<file path="src/design/scrub_cfg.svh">
`ifndef SCRUB_CFG_SVH
`define SCRUB_CFG_SVH
`define OFS_PATROL_CTRL   12'h17A
`define OFS_PATROL_START  12'h17B
`define OFS_SCRAMBLE_CFG  12'h17C
`define PCTRL_EN_BIT      0
`define PCTRL_PER_LSB     8
`define PCTRL_PER_W       24
`define SCRM_EN_BIT       16
`define SCRM_SEED         32'h5A3C96E1
`define COVER_TIME_S      86400
`define CLK_HZ            200000000
`define COVER_BYTES       (64'd8 << 30)
`define WORD_BYTES        8
`define DATA_W            64
`define CHK_W             8
`endif

</file>
<file path="src/design/scrub_pkg.sv">
`default_nettype none
package scrub_pkg;
  typedef enum logic [1:0]
  {
    ST_IDLE = 2'b00,
    ST_RD   = 2'b01,
    ST_WB   = 2'b11
  } st_t;
endpackage
`default_nettype wire

</file>
<file path="src/design/memory_scrub_and_scramble.sv">
// Functional notes
// - Store 8-bit SEC-DED code per 8 data bytes; recompute on read; zero syndrome is clean.
// - The 72 single-bit syndromes are correctable; other non-zero syndromes are uncorrectable.
// - A correctable read returns corrected data with a correctable-error flag.
// - A correctable flag on returned non-MMIO data marks the receiving entry modified.
// - The scrub writeback stores corrected data with freshly generated check bits.
// - Demand scrub only for DRAM reads; memory-mapped I/O reads never write back.
// - Enabled patrol walks memory from the start address up and wraps back to it, with slow background reads, default start zero.
// - Patrol read data is dropped, never forwarded to a requestor.
// - A correctable patrol read is written back corrected to the same location.
// - Patrol control register holds the engine enable and the scrub period.
// - Default period covers 8 GB in about 24 hours.
// - Patrol skips the low I/O hole; upper limit follows installed memory.
// - Software sets the patrol start through the start-address register.
// - Patrol has lowest priority and never issues during self-refresh.
// - Rate is a ceiling; the interval timer is held at zero while a patrol read waits.
// - Scrambling XORs all 72 bus bits with a pseudo-random, roughly balanced mask.
`timescale 1ns/1ps
`default_nettype none
`include "scrub_cfg.svh"
module memory_scrub_and_scramble #(
  parameter int          ADDR_W       = 32,
  parameter int unsigned SCRUB_PERIOD = int'((64'(`COVER_TIME_S) * 64'(`CLK_HZ))
                                        / (`COVER_BYTES / 64'(`WORD_BYTES)))
) (
  // Clock and reset
  input  wire logic              mclk,
  input  wire logic              reset_n,
  // Sideband register port
  input  wire logic              sb_wr,
  input  wire logic              sb_rd,
  input  wire logic [11:0]       sb_addr,
  input  wire logic [31:0]       sb_wdata,
  output logic      [31:0]       sb_rdata_q,
  output logic                   sb_rvalid_q,
  // Memory map limits in 8-byte words
  input  wire logic [ADDR_W-1:0] mem_top,
  input  wire logic [ADDR_W-1:0] hole_base,
  input  wire logic [ADDR_W-1:0] hole_limit,
  // Requestor side
  input  wire logic              req_valid,
  input  wire logic              req_write,
  input  wire logic              req_mmio,
  input  wire logic [ADDR_W-1:0] req_addr,
  input  wire logic [63:0]       req_wdata,
  output logic                   req_ready_q,
  output logic                   rsp_valid_q,
  output logic      [63:0]       rsp_data_q,
  output logic                   rsp_ce_q,
  output logic                   rsp_ue_q,
  output logic                   rsp_dirty_q,
  // DRAM command side
  input  wire logic              self_refresh,
  input  wire logic              dram_cmd_ready,
  input  wire logic              dram_rvalid,
  input  wire logic [71:0]       dram_rdata,
  output logic                   dram_cmd_valid_q,
  output logic                   dram_cmd_write_q,
  output logic      [ADDR_W-1:0] dram_cmd_addr_q,
  output logic      [71:0]       dram_wdata_q
);
  import scrub_pkg::*;

  if (ADDR_W < 8 || ADDR_W > 32)
  begin : g_chk
    $error("ADDR_W must lie between 8 and 32");
  end

  // The reset period is loaded into a 24-bit field; a larger default would be cut silently.
  if (SCRUB_PERIOD >= (64'd1 << `PCTRL_PER_W))
  begin : g_chk_per
    $error("SCRUB_PERIOD must fit the period field");
  end

  // Columns are the first 64 odd-weight bytes of weight three or more, so single errors stay distinct.
  function automatic logic [63:0][7:0] build_h();
    logic [63:0][7:0] h;
    int               n;
    h = '0;
    n = 0;
    for (int v = 0; v < 256; v++)
    begin
      if (($countones(8'(v)) % 2 == 1) && ($countones(8'(v)) >= 3) && (n < 64))
      begin
        h[n] = 8'(v);
        n++;
      end
    end
    return h;
  endfunction
  localparam logic [63:0][7:0] HMAT = build_h();

  function automatic logic [7:0] ecc_gen(input logic [63:0] d);
    logic [7:0] c;
    c = '0;
    for (int i = 0; i < `DATA_W; i++)
    begin
      if (d[i])
      begin
        c = c ^ HMAT[i];
      end
    end
    return c;
  endfunction

  // Mask depends on location only, so a read can rebuild what the write applied.
  function automatic logic [71:0] mask_of(input logic [ADDR_W-1:0] a);
    logic [31:0] s;
    logic [71:0] m;
    s = 32'(a) ^ `SCRM_SEED;
    m = '0;
    for (int i = 0; i < 3; i++)
    begin
      s = s ^ (s << 13);
      s = s ^ (s >> 17);
      s = s ^ (s << 5);
      m[i*24 +: 24] = s[23:0];
    end
    return m;
  endfunction

  st_t                  st_q;
  logic [31:0]          pctrl_q;
  logic [31:0]          pstart_q;
  logic [31:0]          scfg_q;
  logic                 en_d1_q;
  logic [`PCTRL_PER_W-1:0] tmr_q;
  logic                 pend_q;
  logic [ADDR_W-1:0]    paddr_q;
  logic [ADDR_W-1:0]    rd_addr_q;
  logic                 rd_patrol_q;
  logic                 rd_mmio_q;
  logic                 p_en;
  logic                 scr_en;
  logic [`PCTRL_PER_W-1:0] period;
  logic [71:0]          plain;
  logic [7:0]           syn;
  logic [63:0]          fixed;
  logic                 ce;
  logic                 ue;
  logic                 take_req;
  logic                 take_pat;
  logic [ADDR_W-1:0]    pnext;

  assign p_en   = pctrl_q[`PCTRL_EN_BIT];
  assign scr_en = scfg_q[`SCRM_EN_BIT];
  assign period = pctrl_q[`PCTRL_PER_LSB +: `PCTRL_PER_W];
  assign plain  = dram_rdata ^ (scr_en ? mask_of(rd_addr_q) : 72'h0);
  assign syn    = ecc_gen(plain[63:0]) ^ plain[71:64];

  always_comb
  begin
    fixed = plain[63:0];
    ce    = 1'b0;
    ue    = 1'b0;
    if (syn != 8'h00)
    begin
      ue = ($countones(syn) != 1);
      ce = ~ue;
      for (int i = 0; i < `DATA_W; i++)
      begin
        if (syn == HMAT[i])
        begin
          fixed[i] = ~fixed[i];
          ce       = 1'b1;
          ue       = 1'b0;
        end
      end
    end
  end

  // Arbitration: writeback, then demand, then patrol.
  assign take_req = (st_q == ST_IDLE) && !dram_cmd_valid_q && req_valid && req_ready_q;
  assign take_pat = (st_q == ST_IDLE) && !dram_cmd_valid_q && !take_req && !req_valid
                    && pend_q && p_en && !self_refresh;

  always_comb
  begin
    pnext = paddr_q + 1'b1;
    if (pnext >= hole_base && pnext < hole_limit)
    begin
      pnext = hole_limit;
    end
    if (pnext >= mem_top)
    begin
      pnext = ADDR_W'(pstart_q);
    end
  end

  always_ff @(posedge mclk)
  begin
    sb_rvalid_q <= reset_n && sb_rd;
    if (!reset_n)
    begin
      pctrl_q    <= 32'(SCRUB_PERIOD) << `PCTRL_PER_LSB;
      pstart_q   <= 32'h00000000;
      scfg_q     <= 32'h00000000;
      sb_rdata_q <= 32'h00000000;
    end
    else
    begin
      if (sb_wr && sb_addr == `OFS_PATROL_CTRL)
      begin
        pctrl_q <= sb_wdata;
      end
      if (sb_wr && sb_addr == `OFS_PATROL_START)
      begin
        pstart_q <= sb_wdata;
      end
      if (sb_wr && sb_addr == `OFS_SCRAMBLE_CFG)
      begin
        scfg_q <= sb_wdata;
      end
      case (sb_addr)
        `OFS_PATROL_CTRL:  sb_rdata_q <= pctrl_q;
        `OFS_PATROL_START: sb_rdata_q <= pstart_q;
        `OFS_SCRAMBLE_CFG: sb_rdata_q <= scfg_q;
        default:           sb_rdata_q <= 32'h00000000;
      endcase
    end
  end

  // Patrol pacing and address walk.
  always_ff @(posedge mclk)
  begin
    if (!reset_n)
    begin
      en_d1_q <= 1'b0;
      tmr_q   <= '0;
      pend_q  <= 1'b0;
      paddr_q <= '0;
    end
    else
    begin
      en_d1_q <= p_en;
      if (p_en && !en_d1_q)
      begin
        paddr_q <= ADDR_W'(pstart_q);
        tmr_q   <= '0;
        pend_q  <= 1'b0;
      end
      else if (take_pat)
      begin
        pend_q  <= 1'b0;
        paddr_q <= pnext;
      end
      else if (p_en && !pend_q)
      begin
        if (tmr_q + 1'b1 >= period)
        begin
          tmr_q  <= '0;
          pend_q <= 1'b1;
        end
        else
        begin
          tmr_q <= tmr_q + 1'b1;
        end
      end
    end
  end

  always_ff @(posedge mclk)
  begin
    rsp_valid_q <= 1'b0;
    if (!reset_n)
    begin
      st_q             <= ST_IDLE;
      req_ready_q      <= 1'b0;
      rd_addr_q        <= '0;
      rd_patrol_q      <= 1'b0;
      rd_mmio_q        <= 1'b0;
      rsp_data_q       <= 64'h0;
      rsp_ce_q         <= 1'b0;
      rsp_ue_q         <= 1'b0;
      rsp_dirty_q      <= 1'b0;
      dram_cmd_valid_q <= 1'b0;
      dram_cmd_write_q <= 1'b0;
      dram_cmd_addr_q  <= '0;
      dram_wdata_q     <= 72'h0;
    end
    else
    begin
      req_ready_q <= (st_q == ST_IDLE) && !dram_cmd_valid_q && !take_req && !take_pat;
      if (dram_cmd_valid_q && dram_cmd_ready)
      begin
        dram_cmd_valid_q <= 1'b0;
      end
      case (st_q)
        ST_IDLE:
        begin
          if (take_req || take_pat)
          begin
            dram_cmd_valid_q <= 1'b1;
            dram_cmd_write_q <= take_req && req_write;
            dram_cmd_addr_q  <= take_req ? req_addr : paddr_q;
            dram_wdata_q     <= {ecc_gen(req_wdata), req_wdata}
                                ^ (scr_en ? mask_of(req_addr) : 72'h0);
            rd_addr_q        <= take_req ? req_addr : paddr_q;
            rd_patrol_q      <= take_pat;
            rd_mmio_q        <= take_req && req_mmio;
            if (take_pat || !req_write)
            begin
              st_q <= ST_RD;
            end
          end
        end
        ST_RD:
        begin
          if (dram_rvalid)
          begin
            rsp_valid_q <= !rd_patrol_q;
            // Patrol data must not even overwrite the held response, or a requestor could see it.
            if (!rd_patrol_q)
            begin
              rsp_data_q  <= fixed;
              rsp_ce_q    <= ce;
              rsp_ue_q    <= ue;
              rsp_dirty_q <= ce && !rd_mmio_q;
            end
            if (ce && !rd_mmio_q)
            begin
              st_q             <= ST_WB;
              dram_cmd_valid_q <= 1'b1;
              dram_cmd_write_q <= 1'b1;
              dram_cmd_addr_q  <= rd_addr_q;
              dram_wdata_q     <= {ecc_gen(fixed), fixed}
                                  ^ (scr_en ? mask_of(rd_addr_q) : 72'h0);
            end
            else
            begin
              st_q <= ST_IDLE;
            end
          end
        end
        ST_WB:
        begin
          if (dram_cmd_ready)
          begin
            st_q <= ST_IDLE;
          end
        end
        default:
        begin
          st_q <= ST_IDLE;
        end
      endcase
    end
  end
endmodule
`default_nettype wire

</file>
<file path="config.mk">
export PLATFORM = sky130hd
export DESIGN_NAME = memory_scrub_and_scramble
export DESIGN_NICKNAME = d
export VERILOG_FILES = /design/src/design/scrub_pkg.sv /design/src/design/memory_scrub_and_scramble.sv
export VERILOG_INCLUDE_DIRS = /design/src /design/src/design
export SDC_FILE = /design/constraint.sdc
export NUM_CORES = 2
export LEC_CHECK = 0
export ABC_AREA = 1
export BUFFER_PORTS_ARGS = -buffer_cell sky130_fd_sc_hd__clkbuf_2
export CAP_MARGIN = 15
export CORE_MARGIN = 4
export CORE_UTILIZATION = 37
export CTS_BUF_LIST = sky130_fd_sc_hd__clkbuf_4 sky130_fd_sc_hd__clkbuf_8
export DETAILED_ROUTE_END_ITERATION = 8
export GPL_ROUTABILITY_DRIVEN = 0
export SYNTH_ARGS = -nofsm -noshare
export SYNTH_HDL_FRONTEND = slang
export SYNTH_SLANG_ARGS = --single-unit
</file>
<file path="constraint.sdc">
create_clock -name mclk -period 7.35 [get_ports mclk]
set_input_delay 0 -clock mclk [delete_from_list [all_inputs] [get_ports mclk]]
set_output_delay 0 -clock mclk [all_outputs]
set_load 0.005 [all_outputs]
</file>
# Word level (Yosys, flattened, before mapping)
# Cells that the tools add are included.
# Widths: inputs -> output; s select.
[classes]
bitwise = 281
eq_ne = 75
magnitude_cmp = 4
n_mux = 867
addsub = 9
reduce_logical = 45
[ops]
columns = ["op", "n"]
rows = [
  ["$mux 8", 469],
  ["$mux 7", 93],
  ["$mux 72", 5],
  ["$not 3->3", 120],
  ["$not 5->5", 66],
  ["$xor 32x32->32", 10],
  ["$mux 6", 45],
  ["$mux 32", 8],
  ["$eq 8x7->1 const B", 31],
  ["$xor 72x72->72", 3],
  ["$mux 1", 201],
  ["$pmux 72 s2", 1],
  ["$xor 32x15->32", 4],
  ["$eq 8x6->1 const B", 15],
  ["$mux 5", 21],
  ["$pmux 32 s3", 1],
  ["$not 1->1", 68],
  ["$ge 32x32->1", 2],
  ["$mux 64", 1],
  ["$pmux 32 s2", 1],
  ["$eq 8x5->1 const B", 7],
  ["$eq 8x8->1 const B", 7],
  ["$xor 24x15->24", 2],
  ["$xor 24x24->24", 2],
  ["other kinds (35)", 98],
]
[totals]
in_bits = 318
output_inout_bits = 208
wordCells = 1304
register_bits = 398

# Logic depth before layout (Yosys ltp)
[logic_depth]
word_depth = 597
mapped_depth = 57
depth_no_buf = 56

# Worst setup path before layout
# Ideal clock, no wire load.
[synth_path]
kind = "register -> register"
from = "reg paddr_q[0]"
to = "reg paddr_q[6]"
synth_period_minus_slack_ns = 6.972
path_buffers = 3
path_stages_with_launch = 48
setup_time_ns = 0.132
arrival_ns = 6.840
setup_slack_ns = 0.378
t_required_ns = 7.218
path_cell_list = "dfxtp_1 inv_1 nor3_1 nand2_1 nor3_1 nand2_1 nor2_1 nand2_1 nor3_1 nand2_1 nor2_1 nand3_1 nor4_1 nand4_1 nor2_1 nand2_1 nor2_1 nand2_1 [12 not listed] o21ai_0 ha_1 o21ai_0 nand2_1 a21o_1 a21oi_1 o221ai_1 nand3_1 a311o_1 o211ai_1 a2111oi_0 nand2_1 nand2_1 nand2_1 clkbuf_1 buf_1 o21ai_0 a21oi_1"
[synth_via]
elab_chain_len = 8
word_cells_on_any_way = 9
classes_between = "1 x add/sub; 3 x order compare; 4 x mux; 1 x reduce/logical"
[synth_rtl]
columns = ["item", "line", "rtl"]
rows = [
  ["from (decl)", "memory_scrub_and_scramble.sv:129", "logic [ADDR_W-1:0] paddr_q;"],
  ["from (signal assigned)", "memory_scrub_and_scramble.sv:238", "paddr_q <= ADDR_W'(pstart_q);"],
  ["from (signal assigned)", "memory_scrub_and_scramble.sv:245", "paddr_q <= pnext;"],
  ["$add 32x1->32 *", "memory_scrub_and_scramble.sv:179", "pnext = paddr_q + 1'b1;"],
  ["$ge 32x32->1 / $lt 32x32->1 (equally long branches)", "memory_scrub_and_scramble.sv:180", "if (pnext >= hole_base && pnext < hole_limit)"],
  ["$logic_and 1x1->1", "memory_scrub_and_scramble.sv:180", ""],
  ["$mux 32 *", "memory_scrub_and_scramble.sv:180", ""],
  ["$ge 32x32->1", "memory_scrub_and_scramble.sv:184", "if (pnext >= mem_top)"],
  ["$mux 32 *", "memory_scrub_and_scramble.sv:184", ""],
  ["$mux 32 *", "memory_scrub_and_scramble.sv:242", "else if (take_pat)"],
  ["$mux 32 *", "memory_scrub_and_scramble.sv:236", "if (p_en && !en_d1_q)"],
]
# Every way passes the cells marked *; elsewhere a longest branch is shown, timed or not. The select of a mux whose other input is x is not followed.
# A chain may end at the register's enable or synchronous reset.

# Final worst setup path
[layout_path]
from = "reg rd_addr_q[23]"
to = "reg dram_wdata_q[14]"
[layout_via]
elab_chain_len = 167
word_cells_on_any_way = 275
classes_between = "7 x add/sub; 66 x eq/ne; 129 x mux; 70 x bitwise; 3 x reduce/logical"
[layout_rtl]
columns = ["item", "line", "rtl"]
rows = [
  ["from (decl)", "memory_scrub_and_scramble.sv:130", "logic [ADDR_W-1:0] rd_addr_q;"],
  ["from (signal assigned)", "memory_scrub_and_scramble.sv:298", "rd_addr_q <= take_req ? req_addr : paddr_q;"],
  ["$xor 32x32->32 *", "memory_scrub_and_scramble.sv:114", "s = s ^ (s << 13);"],
  ["$xor 32x15->32 *", "memory_scrub_and_scramble.sv:115", "s = s ^ (s >> 17);"],
  ["$xor 32x32->32 *", "memory_scrub_and_scramble.sv:116", "s = s ^ (s << 5);"],
  ["$mux 72 *", "memory_scrub_and_scramble.sv:148", "assign plain = dram_rdata ^ (scr_en ? mask_of(rd_addr_q) : 72'h0);"],
  ["$xor 72x72->72 *", "memory_scrub_and_scramble.sv:148", ""],
  ["$mux 5 (2 in series)", "memory_scrub_and_scramble.sv:98", "if (d[i])"],
  ["$not 3->3 (no line) / $mux 5 (equally long branches)", "-", ""],
  ["$mux 5 / $not 3->3 (equally long branches)", "-", ""],
  ["[87 not listed]", "-", ""],
  ["$add 3x3->4 (implied by the code)", "memory_scrub_and_scramble.sv:158", "ue = ($countones(syn) != 1);"],
  ["$ne 4x1->1", "memory_scrub_and_scramble.sv:158", ""],
  ["$not 1->1", "memory_scrub_and_scramble.sv:159", "ce = ~ue;"],
  ["$mux 1 (64 in series)", "memory_scrub_and_scramble.sv:162", "if (syn == HMAT[i])"],
  ["$mux 1", "memory_scrub_and_scramble.sv:156", "if (syn != 8'h00)"],
  ["$logic_and 1x1->1", "memory_scrub_and_scramble.sv:320", "if (ce && !rd_mmio_q)"],
  ["$ne 2x2->1 (no line)", "-", ""],
  ["$reduce_and 4->1 (no line)", "-", ""],
  ["to (signal assigned)", "memory_scrub_and_scramble.sv:296", "dram_wdata_q <= {ecc_gen(req_wdata), req_wdata}"],
  ["to (signal assigned)", "memory_scrub_and_scramble.sv:326", "dram_wdata_q <= {ecc_gen(fixed), fixed}"],
  ["to (decl)", "memory_scrub_and_scramble.sv:60", "output logic [71:0] dram_wdata_q"],
]
# Marks and branches as above.

==> metrics <==
pre-CTS WS -708 ps; CTS Buffer Depth 3; area post-placement roughly 0.047 sq mm; die area 0.111 sq mm; Clk pwr share 9.6%; top cells by area, synth dfxtp_1 (20%), nand2_1 (20%), xor2_1 (8.9%); total track usage 32.5%; Max IR drop VDD 0.524 mV; clock slew at reported path FFs 60 ps; CTS tree yes; drt total wl 193000 um; routed len/inst 21.1 um; status finished, violations left; Syn Std Cell Area 0.0390 sq mm; Worst Setup End Kind register; static leakage 27.5 nW; Tcrit/Tclk final 102%; fin. max-slew vios 0; worst path required time around 8000 ps; CTS Buf Count 73; unrepaired setup endpoints after global routing yes; FMAX between 100 and 150 MHz; Final min period 7520 ps; fin area between 0.05 and 0.06 sq mm; Post-synth ARST share 0%; sequential share of power 11.9%; max-cap viol count 0; max incr delay on CP 500 ps; nets 8112; Worst-Skew Late Latency roughly 810 ps; Rows 118; Setup crit start kind register; Worst Max-Slew Pin Slew 1230 ps; CORE AREA ~0.10 sq mm; Power Density 469 mW/mm^2; syn avg cell area 6.03 sq um; final worst slack -172 ps; Fill cells 10500; CTS H-tree depth 3; PortBufs 525; Slowest cell on crit path fa_1; Int Pwr ~0.012 W; most frequent CP cell nand2_2; DRC viols 0; Detailed Routing Iterations Pass 1 7; total grt overflow 0; largest net degree at the start of global routing 189; combinational power share 78.5%; initial drt markers 4929; Slew Limit Headroom 16.8%; Post-Route Skew 92.3 ps; post-synth top area cell dfxtp_1; Yosys cell types 62; Post-DP HPWL 155000 um; Detail Route Antenna Nets 0; Clock Tree Root clkbuf_8; dominant synthesized flop cell dfxtp_1; via count slightly below 50000; number of synthesized flops with an enable pin 0; type of the most critical hold path primary input to register; vias per cell 5.31; switching power 0.0135 W; IO Count 526; Mapped Cells 6469; synthesized flop and latch total 398; initial antenna violation count 38; net count after synthesis 6919; share of cells above drive strength 1 a little over a quarter; Ys Warns 0; Fin. Hold Viols 1; share of the synthesized area in the top cell type 20.4%; Layout area overhead 37.3%; Die Ht 333 um; sw frac 53.9%; CTS Sinks around 400; first-pass GRT wire length ~270000 um; failing checks hold timing, setup timing; number of global-route vias before repair 44400; Die Span X 333 um; Hold WS -8.28 ps; Seq/Total Area, Yosys 20.4%; Worst EP arrival a little over 8000 ps; CP max FO 7; Setup CP Type register to register; final setup vio count 100; Initial Util 37.5%
[cells by family (layout without fill, tap and decap cells)]
| kind of cell | after synthesis | in the layout | synth area share [%] |
|---|---|---|---|
| AO/OA/AOI/OAI | 1017 | 1017 | 14.2 |
| XOR/XNOR | 640 | 640 | 14.7 |
| adder cells (fa/ha/maj) | 132 | 132 | 4.31 |
| buffers and inverters | 978 | 2222 | 9.72 |
| flip-flops | 398 | 398 | 20.4 |
| multiplexers | 4 | 4 | 0.103 |
| other | 0 | 26 | 0 |
| AND/OR/NAND/NOR | 3300 | 3300 | 36.6 |
[cells in the mapped netlist, drive strengths merged, types with 19 or more instances]
cell    number
nor2       422
ha         128
a21oi      330
nand3      520
clkbuf     156
o21ai      507
o211ai      77
nand4       66
xnor2      233
inv        755
nand3b      19
a211oi      37
buf         57
xor2       405
nand2     2229
dfxtp      398
[layer usage]
layer  track usage (%)  part of all wire [%]  up-vias
li1                  -                     -    23100
met1              39.6                    38    21900
met2              51.0                    43     2685
met3              8.52                    12      664
met4              20.2                   7.5       20
met5                 0                 0.065        -
[flip-flops by register name, indices dropped and copies added (netlist names), 2 cells and up]
register / count
sb_rdata_q: 32
pstart_q: 32
st_q: 2
rsp_data_q: 64
dram_cmd_addr_q: 32
dram_wdata_q: 72
rd_addr_q: 32
tmr_q: 24
paddr_q: 32
pctrl_q: 32
scfg_q: 32
[layout make-up]
class / count / area [sq um] / area share, %
antenna: 26 / 65.1 / 0.121
clock buffer: 104 / 1320 / 2.46
clock inverter: 22 / 268 / 0.500
inverter: 763 / 2930 / 5.46
multi-input combinational: 5093 / 29500 / 55.2
sequential: 398 / 8070 / 15.1
tap: 1380 / 1730 / 3.22
timing repair buffer: 1333 / 9640 / 18.0
[timing repair]
action,4_1_cts,5_1_grt
buffers inserted,33,38
endpoints found under the hold margin,254,3
setup endpoints to repair,143,143
hold buffers,151,3
pin swaps,85,171
resized for setup,226,499
gates cloned,3,10
[worst paths after layout]
check / start / endpoint / slack [ps] / depth (start not counted)
worst min-delay path: hole_limit[11] / paddr_q[11] / -8 / 6
worst max register to register: rd_addr_q[23] / dram_wdata_q[14] / -170 / 46
worst min register to register: pctrl_q[0] / en_d1_q / 450 / 2
worst max-delay path: rd_addr_q[23] / dram_wdata_q[14] / -170 / 46
[power groups by stage]
stage,Sequential (W),Clock [W],Combinational [W]
finish,0.00300,0.00241,0.0197
global route,0.00304,0.00253,0.0210
CTS,0.00286,0.00245,0.0173
detailed placement,0.00288,0,0.0161
global placement,0.00288,0,0.0159
floorplan,0.00281,0,0.00926
[placed cells by master, fill, tap and decap left out, types with 13 or more instances in the layout]
| cell type | count |
|---|---|
| nor2_2 | 31 |
| nand2_2 | 255 |
| o21ai_0 | 395 |
| clkbuf_2 | 524 |
| xor2_1 | 372 |
| dfxtp_2 | 14 |
| dfxtp_4 | 22 |
| buf_12 | 24 |
| inv_1 | 670 |
| diode_2 | 26 |
| inv_4 | 14 |
| ha_1 | 120 |
| o211ai_1 | 77 |
| xor2_2 | 31 |
| nor2_4 | 24 |
| dfxtp_1 | 362 |
| buf_6 | 19 |
| a21oi_2 | 25 |
| o21ai_2 | 27 |
| nand2_4 | 93 |
| clkbuf_4 | 18 |
| clkbuf_8 | 86 |
| nand3_2 | 67 |
| buf_4 | 600 |
| nand3_1 | 437 |
| nand3b_1 | 18 |
| nand4_1 | 66 |
| inv_2 | 66 |
| nor2_1 | 365 |
| a21oi_1 | 297 |
| o22ai_1 | 13 |
| dlygate4sd3_1 | 154 |
| xnor2_1 | 226 |
| nand2_1 | 1871 |
| nand3_4 | 16 |
| o21ai_1 | 80 |
| a211oi_1 | 32 |
[stage by stage]
step | instances | power [W] | util [%] | TNS (ps) | hold slack, ps
CTS | 9045 | 0.0226 | 49.2 | 0 | 4.22
finish | 9119 | 0.0251 | 51.4 | -9650 | -8.28
global placement | 8733 | 0.0188 | 45.2 | -61810 | 183
detailed placement | 8733 | 0.0190 | 45.2 | -72520 | 192
global route | 9099 | 0.0266 | 51.4 | -48780 | 9.52
floorplan | 6469 | 0.0121 | - | 0 | 97.6
[worst max-delay path, delay by kind of cell, from the launching register on]
family / cells / cell delay [ps]
adders and majority gates: 5 / 2070
AOI/OAI and AO/OA: 4 / 370
and+or+nand+nor: 22 / 2280
xor gates and xnor gates: 7 / 1540
buffers and inverters: 8 / 790
DFF: 1 / 360
(Power assumes the default switching activity.)
